### src/hw/fcs_pkg.sv
package fcs_pkg;
  // largest variant; smaller parts simply leave the top address bits unused
  localparam int          PC_W        = 13;
  localparam int          STACK_DEPTH = 8;
  localparam int          DM_AW       = 10;
  localparam int          AXI_AW      = 8;
  localparam logic [12:0] RESET_PC    = 13'h0000;

  localparam logic [7:0] REG_PC_LOW  = 8'h00;
  localparam logic [7:0] REG_TPTR_LO = 8'h04;
  localparam logic [7:0] REG_TPTR_HI = 8'h08;
  localparam logic [7:0] REG_TDH     = 8'h0c;
  localparam logic [7:0] REG_STATUS  = 8'h10;
  localparam logic [7:0] REG_CTRL    = 8'h14;
  localparam logic [7:0] CTRL_RST    = 8'h01;
  localparam int         CTRL_RUN    = 0;
  localparam int         STAT_IRQ    = 4;

  localparam logic [1:0] RESP_OKAY   = 2'h0;
  localparam logic [1:0] RESP_SLVERR = 2'h2;

  typedef enum logic [3:0] {
    PH_T1 = 4'h1,
    PH_T2 = 4'h2,
    PH_T3 = 4'h4,
    PH_T4 = 4'h8
  } fcs_phase_t;

  typedef enum logic [3:0] {
    OP_NONE = 4'h0, OP_ALU  = 4'h1, OP_JUMP = 4'h2, OP_CALL = 4'h3,
    OP_RET  = 4'h4, OP_INTERRUPT_EXIT = 4'h5, OP_SKIP = 4'h6, OP_TAB  = 4'h7,
    OP_TABL = 4'h8, OP_TABX = 4'h9, OP_TABXL = 4'ha
  } fcs_op_t;

  typedef enum logic [3:0] {
    ALU_ADD = 4'h0, ALU_ADC = 4'h1, ALU_SUB = 4'h2, ALU_SBC = 4'h3,
    ALU_AND = 4'h4, ALU_OR  = 4'h5, ALU_XOR = 4'h6, ALU_INC = 4'h7,
    ALU_DEC = 4'h8, ALU_CPL = 4'h9
  } fcs_alu_op_t;

  // flag bit 0 is carry, 1 half carry, 2 zero, 3 overflow
  typedef struct packed {
    logic ov;
    logic z;
    logic ac;
    logic c;
  } fcs_flags_t;

  typedef struct packed {
    fcs_op_t           op;
    fcs_alu_op_t       alu_op;
    logic [PC_W-1:0]   target;
    logic [DM_AW-1:0]  dest;
    logic [7:0]        a;
    logic [7:0]        b;
  } fcs_cmd_t;
endpackage

### src/hw/fcs_alu.sv
`timescale 1ns/1ps
module fcs_alu (
  input  wire fcs_pkg::fcs_alu_op_t op,
  input  wire logic [7:0]           a,
  input  wire logic [7:0]           b,
  input  wire fcs_pkg::fcs_flags_t  flags_i,
  output logic      [7:0]           result,
  output fcs_pkg::fcs_flags_t       flags_o
);
  logic [7:0] bx;
  logic       ci;
  logic       arith;
  logic [8:0] sum;
  logic [4:0] half;

  always_comb
  begin
    bx    = b;
    ci    = 1'b0;
    arith = 1'b1;
    unique case (op)
      fcs_pkg::ALU_ADD: ci = 1'b0;
      fcs_pkg::ALU_ADC: ci = flags_i.c;
      fcs_pkg::ALU_SUB:
      begin
        bx = ~b;
        ci = 1'b1;
      end
      fcs_pkg::ALU_SBC:
      begin
        bx = ~b;
        ci = flags_i.c;
      end
      fcs_pkg::ALU_INC:
      begin
        bx = 8'h00;
        ci = 1'b1;
      end
      fcs_pkg::ALU_DEC: bx = 8'hff;
      default: arith = 1'b0;
    endcase
    sum  = {1'b0, a} + {1'b0, bx} + {8'h00, ci};
    half = {1'b0, a[3:0]} + {1'b0, bx[3:0]} + {4'h0, ci};
    unique case (op)
      fcs_pkg::ALU_AND: result = a & b;
      fcs_pkg::ALU_OR:  result = a | b;
      fcs_pkg::ALU_XOR: result = a ^ b;
      fcs_pkg::ALU_CPL: result = ~a;
      default:          result = sum[7:0];
    endcase
    // carry is "no borrow" on subtraction; logic ops leave carry flags alone
    flags_o.c  = arith ? sum[8] : flags_i.c;
    flags_o.ac = arith ? half[4] : flags_i.ac;
    flags_o.ov = arith ? ((a[7] == bx[7]) && (sum[7] != a[7])) : flags_i.ov;
    flags_o.z  = (result == 8'h00);
  end
endmodule

### src/hw/fcs_fetch_seq.sv
`timescale 1ns/1ps
module fcs_fetch_seq (
  input  wire logic                         aclk,
  input  wire logic                         aresetn,
  input  wire logic                         ce,
  input  wire logic [fcs_pkg::AXI_AW-1:0]   s_axi_awaddr,
  input  wire logic                         s_axi_awvalid,
  output logic                              s_axi_awready_q,
  input  wire logic [31:0]                  s_axi_wdata,
  input  wire logic [3:0]                   s_axi_wstrb,
  input  wire logic                         s_axi_wvalid,
  output logic                              s_axi_wready_q,
  output logic [1:0]                        s_axi_bresp_q,
  output logic                              s_axi_bvalid_q,
  input  wire logic                         s_axi_bready,
  input  wire logic [fcs_pkg::AXI_AW-1:0]   s_axi_araddr,
  input  wire logic                         s_axi_arvalid,
  output logic                              s_axi_arready_q,
  output logic [31:0]                       s_axi_rdata_q,
  output logic [1:0]                        s_axi_rresp_q,
  output logic                              s_axi_rvalid_q,
  input  wire logic                         s_axi_rready,
  output logic [fcs_pkg::PC_W-1:0]          pmem_addr_q,
  input  wire logic [15:0]                  pmem_rdata,
  output fcs_pkg::fcs_phase_t               phase_q,
  output logic [15:0]                       instr_q,
  output logic                              instr_valid_q,
  output logic [fcs_pkg::PC_W-1:0]          instr_addr_q,
  input  wire fcs_pkg::fcs_cmd_t            cmd,
  input  wire logic                         irq_req,
  input  wire logic [fcs_pkg::PC_W-1:0]     irq_vector,
  output logic                              irq_ack_q,
  output logic                              dm_we_q,
  output logic [fcs_pkg::DM_AW-1:0]         dm_addr_q,
  output logic [7:0]                        dm_wdata_q,
  output fcs_pkg::fcs_flags_t               flags_q
);
  localparam int PC_W = fcs_pkg::PC_W;
  localparam int SP_W = $clog2(fcs_pkg::STACK_DEPTH);
  localparam int CN_W = SP_W + 1;
  localparam logic [CN_W-1:0] ST_FULL = CN_W'(fcs_pkg::STACK_DEPTH);

  logic [PC_W-1:0]          pc_q, fetch_addr_q, tab_addr_q, tab_addr_d, st_rdata;
  logic [15:0]              fetch_buf_q;
  logic                     tab_hold_q;
  logic [fcs_pkg::DM_AW-1:0] tab_dest_q, tab_dest_d;
  logic [SP_W-1:0]          st_ptr_q, st_raddr;
  logic [CN_W-1:0]          st_cnt_q;
  logic                     st_full, st_empty, push_p, pop_p;
  logic [7:0]               ctrl_q, tptr_lo_q, tptr_hi_q, tdh_q, pcl_val_q;
  logic                     pcl_pend_q, irq_pend_q;
  logic                     step, t4, pc_change, is_tab, irq_take, pcl_take, discard;
  fcs_pkg::fcs_op_t         op_eff;
  logic [7:0]               alu_res;
  fcs_pkg::fcs_flags_t      alu_flags;
  logic [fcs_pkg::AXI_AW-1:0] awaddr_q;
  logic [31:0]              wdata_q;
  logic [3:0]               wstrb_q;
  logic                     aw_have_q, w_have_q, wr_fire, wr_map;
  logic [7:0]               rd_val;
  logic                     rd_map;

  // run bit halts the sequencer while the register bus keeps working
  assign step      = ce & ctrl_q[fcs_pkg::CTRL_RUN];
  assign t4        = step && (phase_q == fcs_pkg::PH_T4);
  assign op_eff    = instr_valid_q ? cmd.op : fcs_pkg::OP_NONE;
  assign pc_change = op_eff inside {fcs_pkg::OP_JUMP, fcs_pkg::OP_CALL,
                                    fcs_pkg::OP_RET, fcs_pkg::OP_INTERRUPT_EXIT};
  assign is_tab    = op_eff inside {fcs_pkg::OP_TAB, fcs_pkg::OP_TABL,
                                    fcs_pkg::OP_TABX, fcs_pkg::OP_TABXL};
  // interrupts only at plain instruction boundaries, never with a full stack
  assign irq_take  = irq_pend_q && !st_full &&
                     (op_eff inside {fcs_pkg::OP_NONE, fcs_pkg::OP_ALU});
  assign pcl_take  = pcl_pend_q && !irq_take &&
                     (op_eff inside {fcs_pkg::OP_NONE, fcs_pkg::OP_ALU});
  assign discard   = pc_change | irq_take | pcl_take | is_tab |
                     (op_eff == fcs_pkg::OP_SKIP);
  assign push_p    = t4 && (irq_take || op_eff == fcs_pkg::OP_CALL);
  assign pop_p     = t4 && (op_eff inside {fcs_pkg::OP_RET, fcs_pkg::OP_INTERRUPT_EXIT});
  assign st_full   = (st_cnt_q == ST_FULL);
  assign st_empty  = (st_cnt_q == '0);
  assign st_raddr  = st_ptr_q - SP_W'(1);

  always_comb
  begin
    tab_dest_d = {2'b00, cmd.dest[7:0]};
    tab_addr_d = {tptr_hi_q[PC_W-9:0], tptr_lo_q};
    if (op_eff inside {fcs_pkg::OP_TABX, fcs_pkg::OP_TABXL})
    begin
      tab_dest_d = cmd.dest;
    end
    if (op_eff inside {fcs_pkg::OP_TABL, fcs_pkg::OP_TABXL})
    begin
      tab_addr_d = {{(PC_W-8){1'b1}}, tptr_lo_q};
    end
  end

  fcs_alu u_alu (
    .op      (cmd.alu_op),
    .a       (cmd.a),
    .b       (cmd.b),
    .flags_i (flags_q),
    .result  (alu_res),
    .flags_o (alu_flags)
  );

  fcs_stack_mem #(
    .DEPTH (fcs_pkg::STACK_DEPTH),
    .W     (PC_W),
    .AW    (SP_W)
  ) u_stack (
    .aclk    (aclk),
    .aresetn (aresetn),
    .ce      (ce),
    .we      (push_p),
    .waddr   (st_ptr_q),
    .wdata   (pc_q - PC_W'(1)),
    .raddr   (st_raddr),
    .rdata_q (st_rdata)
  );

  always_ff @(posedge aclk)
  begin
    if (!aresetn)
    begin
      phase_q <= fcs_pkg::PH_T1;
    end
    else if (step)
    begin
      unique case (phase_q)
        fcs_pkg::PH_T1: phase_q <= fcs_pkg::PH_T2;
        fcs_pkg::PH_T2: phase_q <= fcs_pkg::PH_T3;
        fcs_pkg::PH_T3: phase_q <= fcs_pkg::PH_T4;
        fcs_pkg::PH_T4: phase_q <= fcs_pkg::PH_T1;
        default:        phase_q <= fcs_pkg::PH_T1;
      endcase
    end
  end

  // fetch at T1, capture at T3, hand over and retire at T4
  always_ff @(posedge aclk)
  begin
    if (!aresetn)
    begin
      pc_q          <= fcs_pkg::RESET_PC;
      pmem_addr_q   <= '0;
      fetch_addr_q  <= '0;
      fetch_buf_q   <= '0;
      instr_q       <= '0;
      instr_valid_q <= 1'b0;
      instr_addr_q  <= '0;
      tab_hold_q    <= 1'b0;
      tab_addr_q    <= '0;
      tab_dest_q    <= '0;
      irq_ack_q     <= 1'b0;
    end
    else if (step)
    begin
      irq_ack_q <= 1'b0;
      if (phase_q == fcs_pkg::PH_T1)
      begin
        if (tab_hold_q)
        begin
          pmem_addr_q <= tab_addr_q;
        end
        else
        begin
          pmem_addr_q  <= pc_q;
          fetch_addr_q <= pc_q;
          pc_q         <= pc_q + PC_W'(1);
        end
      end
      if (phase_q == fcs_pkg::PH_T3 && !tab_hold_q)
      begin
        fetch_buf_q <= pmem_rdata;
      end
      if (phase_q == fcs_pkg::PH_T4)
      begin
        // held prefetch survives the table cycle and issues afterwards
        instr_q       <= fetch_buf_q;
        instr_addr_q  <= fetch_addr_q;
        instr_valid_q <= !discard;
        tab_hold_q    <= is_tab;
        if (is_tab)
        begin
          tab_addr_q <= tab_addr_d;
          tab_dest_q <= tab_dest_d;
        end
        if (op_eff == fcs_pkg::OP_JUMP || op_eff == fcs_pkg::OP_CALL)
        begin
          pc_q <= cmd.target;
        end
        else if (pop_p)
        begin
          pc_q <= st_rdata;
        end
        else if (irq_take)
        begin
          pc_q      <= irq_vector;
          irq_ack_q <= 1'b1;
        end
        else if (pcl_take)
        begin
          pc_q <= {pc_q[PC_W-1:8], pcl_val_q};
        end
      end
    end
  end

  // circular stack: an overflowing push overwrites the oldest entry
  always_ff @(posedge aclk)
  begin
    if (!aresetn)
    begin
      st_ptr_q <= '0;
      st_cnt_q <= '0;
    end
    else if (push_p)
    begin
      st_ptr_q <= st_ptr_q + SP_W'(1);
      st_cnt_q <= st_full ? st_cnt_q : st_cnt_q + CN_W'(1);
    end
    else if (pop_p)
    begin
      st_ptr_q <= st_ptr_q - SP_W'(1);
      st_cnt_q <= st_empty ? st_cnt_q : st_cnt_q - CN_W'(1);
    end
  end

  // a fresh request in the acknowledge cycle stays pending
  always_ff @(posedge aclk)
  begin
    if (!aresetn)
    begin
      irq_pend_q <= 1'b0;
    end
    else if (ce)
    begin
      irq_pend_q <= irq_req | (irq_pend_q & ~(t4 & irq_take));
    end
  end

  always_ff @(posedge aclk)
  begin
    if (!aresetn)
    begin
      dm_we_q    <= 1'b0;
      dm_addr_q  <= '0;
      dm_wdata_q <= 8'h00;
      tdh_q      <= 8'h00;
      flags_q    <= '0;
    end
    else if (ce)
    begin
      dm_we_q <= 1'b0;
      if (wr_fire && wr_map && awaddr_q == fcs_pkg::REG_TDH && wstrb_q[0])
      begin
        tdh_q <= wdata_q[7:0];
      end
      if (step && phase_q == fcs_pkg::PH_T3 && tab_hold_q)
      begin
        dm_we_q    <= 1'b1;
        dm_addr_q  <= tab_dest_q;
        dm_wdata_q <= pmem_rdata[7:0];
        tdh_q      <= pmem_rdata[15:8];
      end
      else if (t4 && op_eff == fcs_pkg::OP_ALU)
      begin
        dm_we_q    <= 1'b1;
        dm_addr_q  <= cmd.dest;
        dm_wdata_q <= alu_res;
        flags_q    <= alu_flags;
      end
    end
  end

  assign wr_fire = aw_have_q & w_have_q & ~s_axi_bvalid_q;
  assign wr_map  = awaddr_q inside {fcs_pkg::REG_PC_LOW, fcs_pkg::REG_TPTR_LO,
                   fcs_pkg::REG_TPTR_HI, fcs_pkg::REG_TDH, fcs_pkg::REG_STATUS,
                   fcs_pkg::REG_CTRL};

  always_ff @(posedge aclk)
  begin
    if (!aresetn)
    begin
      s_axi_awready_q <= 1'b1;
      s_axi_wready_q  <= 1'b1;
      s_axi_bvalid_q  <= 1'b0;
      s_axi_bresp_q   <= fcs_pkg::RESP_OKAY;
      aw_have_q       <= 1'b0;
      w_have_q        <= 1'b0;
      awaddr_q        <= '0;
      wdata_q         <= '0;
      wstrb_q         <= '0;
    end
    else if (ce)
    begin
      if (s_axi_bvalid_q && s_axi_bready)
      begin
        s_axi_bvalid_q  <= 1'b0;
        s_axi_awready_q <= 1'b1;
        s_axi_wready_q  <= 1'b1;
      end
      if (s_axi_awvalid && s_axi_awready_q)
      begin
        aw_have_q       <= 1'b1;
        awaddr_q        <= s_axi_awaddr;
        s_axi_awready_q <= 1'b0;
      end
      if (s_axi_wvalid && s_axi_wready_q)
      begin
        w_have_q       <= 1'b1;
        wdata_q        <= s_axi_wdata;
        wstrb_q        <= s_axi_wstrb;
        s_axi_wready_q <= 1'b0;
      end
      if (wr_fire)
      begin
        aw_have_q      <= 1'b0;
        w_have_q       <= 1'b0;
        s_axi_bvalid_q <= 1'b1;
        s_axi_bresp_q  <= wr_map ? fcs_pkg::RESP_OKAY : fcs_pkg::RESP_SLVERR;
      end
    end
  end

  // software registers; a bus write in the apply cycle re-arms the jump
  always_ff @(posedge aclk)
  begin
    if (!aresetn)
    begin
      ctrl_q     <= fcs_pkg::CTRL_RST;
      tptr_lo_q  <= 8'h00;
      tptr_hi_q  <= 8'h00;
      pcl_val_q  <= 8'h00;
      pcl_pend_q <= 1'b0;
    end
    else if (ce)
    begin
      if (t4 && pcl_take)
      begin
        pcl_pend_q <= 1'b0;
      end
      if (wr_fire && wstrb_q[0])
      begin
        unique case (awaddr_q)
          fcs_pkg::REG_PC_LOW:
          begin
            pcl_val_q  <= wdata_q[7:0];
            pcl_pend_q <= 1'b1;
          end
          fcs_pkg::REG_TPTR_LO: tptr_lo_q <= wdata_q[7:0];
          fcs_pkg::REG_TPTR_HI: tptr_hi_q <= {3'h0, wdata_q[PC_W-9:0]};
          fcs_pkg::REG_CTRL:    ctrl_q    <= {7'h00, wdata_q[fcs_pkg::CTRL_RUN]};
          default: ;
        endcase
      end
    end
  end

  // stack contents and pointer are deliberately absent from the map
  always_comb
  begin
    rd_map = 1'b1;
    case (s_axi_araddr)
      fcs_pkg::REG_PC_LOW:  rd_val = instr_addr_q[7:0];
      fcs_pkg::REG_TPTR_LO: rd_val = tptr_lo_q;
      fcs_pkg::REG_TPTR_HI: rd_val = tptr_hi_q;
      fcs_pkg::REG_TDH:     rd_val = tdh_q;
      fcs_pkg::REG_STATUS:  rd_val = {3'h0, irq_pend_q, flags_q};
      fcs_pkg::REG_CTRL:    rd_val = ctrl_q;
      default:
      begin
        rd_val = 8'h00;
        rd_map = 1'b0;
      end
    endcase
  end

  always_ff @(posedge aclk)
  begin
    if (!aresetn)
    begin
      s_axi_arready_q <= 1'b1;
      s_axi_rvalid_q  <= 1'b0;
      s_axi_rdata_q   <= '0;
      s_axi_rresp_q   <= fcs_pkg::RESP_OKAY;
    end
    else if (ce)
    begin
      if (s_axi_rvalid_q && s_axi_rready)
      begin
        s_axi_rvalid_q  <= 1'b0;
        s_axi_arready_q <= 1'b1;
      end
      if (s_axi_arvalid && s_axi_arready_q)
      begin
        s_axi_arready_q <= 1'b0;
        s_axi_rvalid_q  <= 1'b1;
        s_axi_rdata_q   <= {24'h000000, rd_val};
        s_axi_rresp_q   <= rd_map ? fcs_pkg::RESP_OKAY : fcs_pkg::RESP_SLVERR;
      end
    end
  end

  phase_wrap_a: assert property (@(posedge aclk) disable iff (!aresetn)
    (t4) |=> phase_q == fcs_pkg::PH_T1 ##1 (phase_q != fcs_pkg::PH_T3))
    else $error("phase sequence broken");
  pc_fetch_a: assert property (@(posedge aclk) disable iff (!aresetn)
    (step && phase_q == fcs_pkg::PH_T1 && !tab_hold_q)
    |=> pc_q == $past(pc_q) + PC_W'(1) && pmem_addr_q == $past(pc_q))
    else $error("fetch did not use and advance counter");
  jump_dummy_a: assert property (@(posedge aclk) disable iff (!aresetn)
    (t4 && op_eff == fcs_pkg::OP_JUMP) |=> !instr_valid_q && pc_q == $past(cmd.target))
    else $error("jump missed target or dummy cycle");
  skip_dummy_a: assert property (@(posedge aclk) disable iff (!aresetn)
    (t4 && op_eff == fcs_pkg::OP_SKIP) |=> !instr_valid_q && pc_q == $past(pc_q))
    else $error("skip did not insert dummy cycle");
  page_jump_a: assert property (@(posedge aclk) disable iff (!aresetn)
    (t4 && pcl_take) |=> pc_q[PC_W-1:8] == $past(pc_q[PC_W-1:8])
    && pc_q[7:0] == $past(pcl_val_q) && !instr_valid_q)
    else $error("low byte jump left page or kept prefetch");
  reset_start_a: assert property (@(posedge aclk) disable iff (!aresetn)
    $rose(aresetn) |-> pc_q == fcs_pkg::RESET_PC && st_empty)
    else $error("reset state wrong");
  full_hold_a: assert property (@(posedge aclk) disable iff (!aresetn)
    (t4 && irq_pend_q && st_full) |=> !irq_ack_q && irq_pend_q)
    else $error("interrupt acknowledged on full stack");
  call_push_a: assert property (@(posedge aclk) disable iff (!aresetn)
    (push_p) |=> st_cnt_q == ($past(st_full) ? ST_FULL : $past(st_cnt_q) + CN_W'(1)))
    else $error("stack count wrong after push");
  tab_fetch_a: assert property (@(posedge aclk) disable iff (!aresetn)
    (step && phase_q == fcs_pkg::PH_T1 && tab_hold_q)
    |=> pmem_addr_q == $past(tab_addr_q) && pc_q == $past(pc_q))
    else $error("table fetch address wrong");
  tab_high_a: assert property (@(posedge aclk) disable iff (!aresetn)
    (step && phase_q == fcs_pkg::PH_T3 && tab_hold_q)
    |=> dm_we_q && tdh_q == $past(pmem_rdata[15:8]) && dm_wdata_q == $past(pmem_rdata[7:0]))
    else $error("table read data not delivered");
  alu_status_a: assert property (@(posedge aclk) disable iff (!aresetn)
    (t4 && op_eff == fcs_pkg::OP_ALU) |=> dm_we_q && flags_q == $past(alu_flags))
    else $error("alu result or flags not stored");
endmodule

### src/hw/fcs_stack_mem.sv
`timescale 1ns/1ps
module fcs_stack_mem #(
  parameter int DEPTH = fcs_pkg::STACK_DEPTH,
  parameter int W     = fcs_pkg::PC_W,
  parameter int AW    = $clog2(DEPTH)
) (
  input  wire logic          aclk,
  input  wire logic          aresetn,
  input  wire logic          ce,
  input  wire logic          we,
  input  wire logic [AW-1:0] waddr,
  input  wire logic [W-1:0]  wdata,
  input  wire logic [AW-1:0] raddr,
  output logic      [W-1:0]  rdata_q
);
  logic [W-1:0] mem [DEPTH];

  // storage has no reset; emptiness is tracked by the caller's count
  always_ff @(posedge aclk)
  begin
    if (ce && we)
    begin
      mem[waddr] <= wdata;
    end
  end

  always_ff @(posedge aclk)
  begin
    if (!aresetn)
    begin
      rdata_q <= '0;
    end
    else if (ce)
    begin
      rdata_q <= mem[raddr];
    end
  end
endmodule

### config.mk
export PLATFORM = sky130hd
export DESIGN_NAME = fcs_fetch_seq
export DESIGN_NICKNAME = d
export VERILOG_FILES = /design/src/hw/fcs_pkg.sv /design/src/hw/fcs_alu.sv /design/src/hw/fcs_fetch_seq.sv /design/src/hw/fcs_stack_mem.sv
export SDC_FILE = /design/constraint.sdc
export NUM_CORES = 1
export LEC_CHECK = 0
export ABC_AREA = 1
export BUFFER_PORTS_ARGS = -buffer_cell sky130_fd_sc_hd__buf_2
export CAP_MARGIN = 0
export CORE_MARGIN = 3
export CORE_UTILIZATION = 40
export DETAILED_ROUTE_END_ITERATION = 8
export RECOVER_POWER = 50
export SLEW_MARGIN = 20
export SYNTH_ARGS = -nofsm -noshare
export SYNTH_HDL_FRONTEND = slang
export SYNTH_HIERARCHICAL = 1
export SYNTH_SLANG_ARGS = --single-unit
export TNS_END_PERCENT = 5
### constraint.sdc
create_clock -name aclk -period 4.3 [get_ports aclk]
set_clock_uncertainty 0.05 [all_clocks]
set_input_delay 0.86 -clock aclk [delete_from_list [all_inputs] [get_ports aclk]]
set_output_delay 0.86 -clock aclk [all_outputs]
set_load 0.005 [all_outputs]
==> impl_metrics.csv <==
group,metric,value,unit
global_routing,grt_max_degree,87,
critical_path,crit_family,"buffers and inverters",
detailed_routing,drtIter0Drc,973,
detailed_routing,drtAntennaViolNets,0,
layout,final_util,46.5,%
yosys,netlist.area_leader.share,28.1,%
detailed_routing,via_count,14200,
critical_path,endpoint_kind,"flop",
sta,tightest_slew,1.71,ns
critical_path,worstPathArrival,3.86,ns
sta,rsz0062_at_grt,"no",
layout,fill_cells,3952,
yosys,synth-edff-count,104,
floorplanning,io_pins,249,
critical_path,critical_path_class,"primary input to flop",
yosys,async_reset_ff_share,0,%
floorplanning,die_x,205,um
critical_path,timing.rr.start,"ctrl_q[0]",
yosys,synth-seq-cells,327,
clocking,clk_latency,0.54,ns
min_path,min_path_type,"flop to flop",
detailed_routing,post_drt_wl_per_cell,16.8,um
layout,final_cell_mix,"nand2_1 (527), inv_1 (264), dfxtp_1 (223)",
global_routing,grt_pass1_vias,13400,
yosys,netlist_top_cells_area,"dfxtp_1 (28%), edfxtp_1 (20%), nand2_1 (12%)",
sta,report.final.slew_viol_count,132,
yosys,synth-main-ff-cell,"dfxtp_1",
clocking,cts_sinks,327,
global_routing,grt_usage,21.9,%
clocking,cts_hold_buffers,0,
sta,post-route-min-period,3.48,ns
critical_path,cp-start-kind,"primary input",
placed_design,dpl-instance-area,17100,um2
clocking,post-cts-setup-buffer-count,0,
detailed_routing,wl,46900,um
power,ir_worst_vdd,0.000277,V
critical_path,cp_data_required_time,4.68,ns
min_path,hold_depth,2,
sta,finalHoldViolCount,0,
placed_design,portBuffers,195,
detailed_routing,drc,0,
critical_path,rrSetupSlack,0.85,ns
critical_path,cp_max_fo,55,
floorplanning,core-area,38900,um2
critical_path,endpoint,"pc_q[5]",
critical_path,cp_num_buf_inv,4,
layout,fin_area,18100,um2
critical_path,timing.rr.end,"st_cnt_q[3]",
critical_path,reg2regPathDepth,14,
power,power_leakage,7.85,nW
run_status,status,"complete, but fails checks",
sta,period_share,81.0,%
power,p_per_area,376,nW/um2
floorplanning,initial_core_util,40.8,%
layout,final_common_cell,"nand2_1",
layout,drive_gt1_share,10.4,%
critical_path,cpPeakStageDelay,1.45,ns
clocking,cts_inserted_buffers,36,
sta,timing.hold.ws,0.395,ns
sta,finalSetupTns,0,ns
floorplanning,die_h,205,um
layout,nets,2417,
job,max-cap-violations,3,
clocking,ctsLongestPathBuffers,3,
clocking,cts_resized,0,
global_routing,antenna_found_initial,12,
placed_design,hpwl,33300,um
layout,layoutNonFillerInstCount,2791,
run_status,violations,"max-capacitance violations, max-slew violations",
placed_design,routabilityCongestion,0.911,
critical_path,worstSetupPathDepth,6,
critical_path,cp_common_cell,"inv_1",
global_routing,overflow,0,
clocking,path_clk_slew,0.06,ns
critical_path,worstPathCellList,"clkbuf_2 -> inv_1 -> clkbuf_1 -> a21oi_1 -> nand2_1 -> inv_1",
sta,setup_viol_count_final,0,
yosys,syn_avg_cell_area,7.63,um2
yosys,synth_top_cell_by_area,"dfxtp_1",
layout,area_delta_synth_final,14.1,%
critical_path,cpMaxStageDelayCell,"inv_1",
yosys,synthCells,2081,
yosys,synth-warning-count,6,
sta,timing.slew.headroom,-14.4,%
placed_design,dp_cells,2728,
sta,clock.fmax,287,MHz
detailed_routing,routed_via_density,5.10,
yosys,seq_area_frac_synth,47.8,%
clocking,cts_root_buf,"clkbuf_16",
floorplanning,num_rows,72,
yosys,ys_types,46,
critical_path,startpoint,"aresetn",
clocking,cts_tree,"yes",
global_routing,grt_first_pass_wirelength,72400,um
clocking,htreeDepth,2,
yosys,synth.cell_area,15900,um2
floorplanning,die_area,42100,um2
detailed_routing,firstDrtPassIters,6,
## layer usage
layer | track usage (%) | part of all wire, %
met4 | 7.05 | 2.7
met3 | 5.58 | 8.2
met2 | 35.0 | 45
met5 | 0 | 0.21
met1 | 29.1 | 43
## metrics by stage
stage	setup slack (ns)	total power [mW]
2_1_floorplan	1.14	3.76
3_3_place_gp	0.630	3.97
3_5_place_dp	0.593	3.98
4_1_cts	1.15	6.89
5_1_grt	0.461	7.08
6_report	0.817	6.81
## synth_stat cells, types with 3 or more instances
master,instances
a211oi_1,6
clkbuf_1,51
edfxtp_1,104
o21ai_0,173
inv_1,262
or2_2,10
inv_2,8
nand4_1,8
xor2_1,18
buf_2,20
nor2_1,142
nand3_1,142
buf_6,10
buf_1,5
a21oi_1,172
inv_4,3
o21ai_1,6
nand3b_1,3
nor3_1,32
buf_4,30
dfxtp_1,223
nand2_2,3
nand2_1,526
o22ai_1,9
fa_1,3
nor2_2,6
ha_1,29
o211ai_1,8
a31oi_1,45
## worst min path at each step
stage                      from                to  slack [ns]
4_1_cts             awaddr_q[1]       awaddr_q[1]        0.40
5_1_grt        s_axi_rdata_q[3]  s_axi_rdata_q[3]        0.42
3_5_place_dp        awaddr_q[1]       awaddr_q[1]        0.39
3_3_place_gp        awaddr_q[1]       awaddr_q[1]        0.38
2_1_floorplan       awaddr_q[1]       awaddr_q[1]        0.37
6_report            awaddr_q[1]       awaddr_q[1]        0.39
## worst reg2reg max path: cells and delay by family (launching register included)
kind / cells / cell delay, ns
adders and majority gates: 1 / 0.41
DFF: 1 / 0.43
buffers and inverters: 2 / 0.75
and+or+nand+nor: 10 / 1.54
AOI/OAI and AO/OA: 1 / 0.20
## area by class of cell
class,instances,area (um2),area share (%)
clock buffer,54,1020,5.63
clock inverter,5,63.8,0.353
timing repair buffer,220,1060,5.83
multi-input combinational,1387,6670,36.9
inverter,276,1040,5.76
tap,518,648,3.58
antenna,4,10.0,0.0553
sequential,327,7590,41.9
## registers in the layout (all words and copies together) (netlist names), 5 cells and up
register,count
awaddr_q,8
u_stack/rdata_q,13
tab_addr_q,13
dm_wdata_q,8
fetch_buf_q,16
s_axi_rdata_q,8
u_stack/mem,104
instr_q,16
tptr_lo_q,8
tdh_q,8
tab_dest_q,10
pc_q,13
wdata_q,8
dm_addr_q,10
pcl_val_q,8
tptr_hi_q,5
fetch_addr_q,13
instr_addr_q,13
pmem_addr_q,13
## where the power goes
part | switching [mW] | internal, mW | leakage [nW]
combinational | 0.411 | 0.183 | 4.58
clock | 1.21 | 1.69 | 0.526
sequential | 0.0426 | 3.27 | 2.75
## kinds of logic after synthesis
| family | after synthesis | share of synthesized area (%) |
|---|---|---|
| xor gates and xnor gates | 19 | 1.05 |
| adders and majority gates | 32 | 2.67 |
| AOI/OAI and AO/OA | 424 | 14.3 |
| DFF | 327 | 47.8 |
| other | 1 | 0.0236 |
| and+or+nand+nor | 886 | 23.5 |
| buffers and inverters | 392 | 10.7 |
Power figures use the tool's default switching activity.
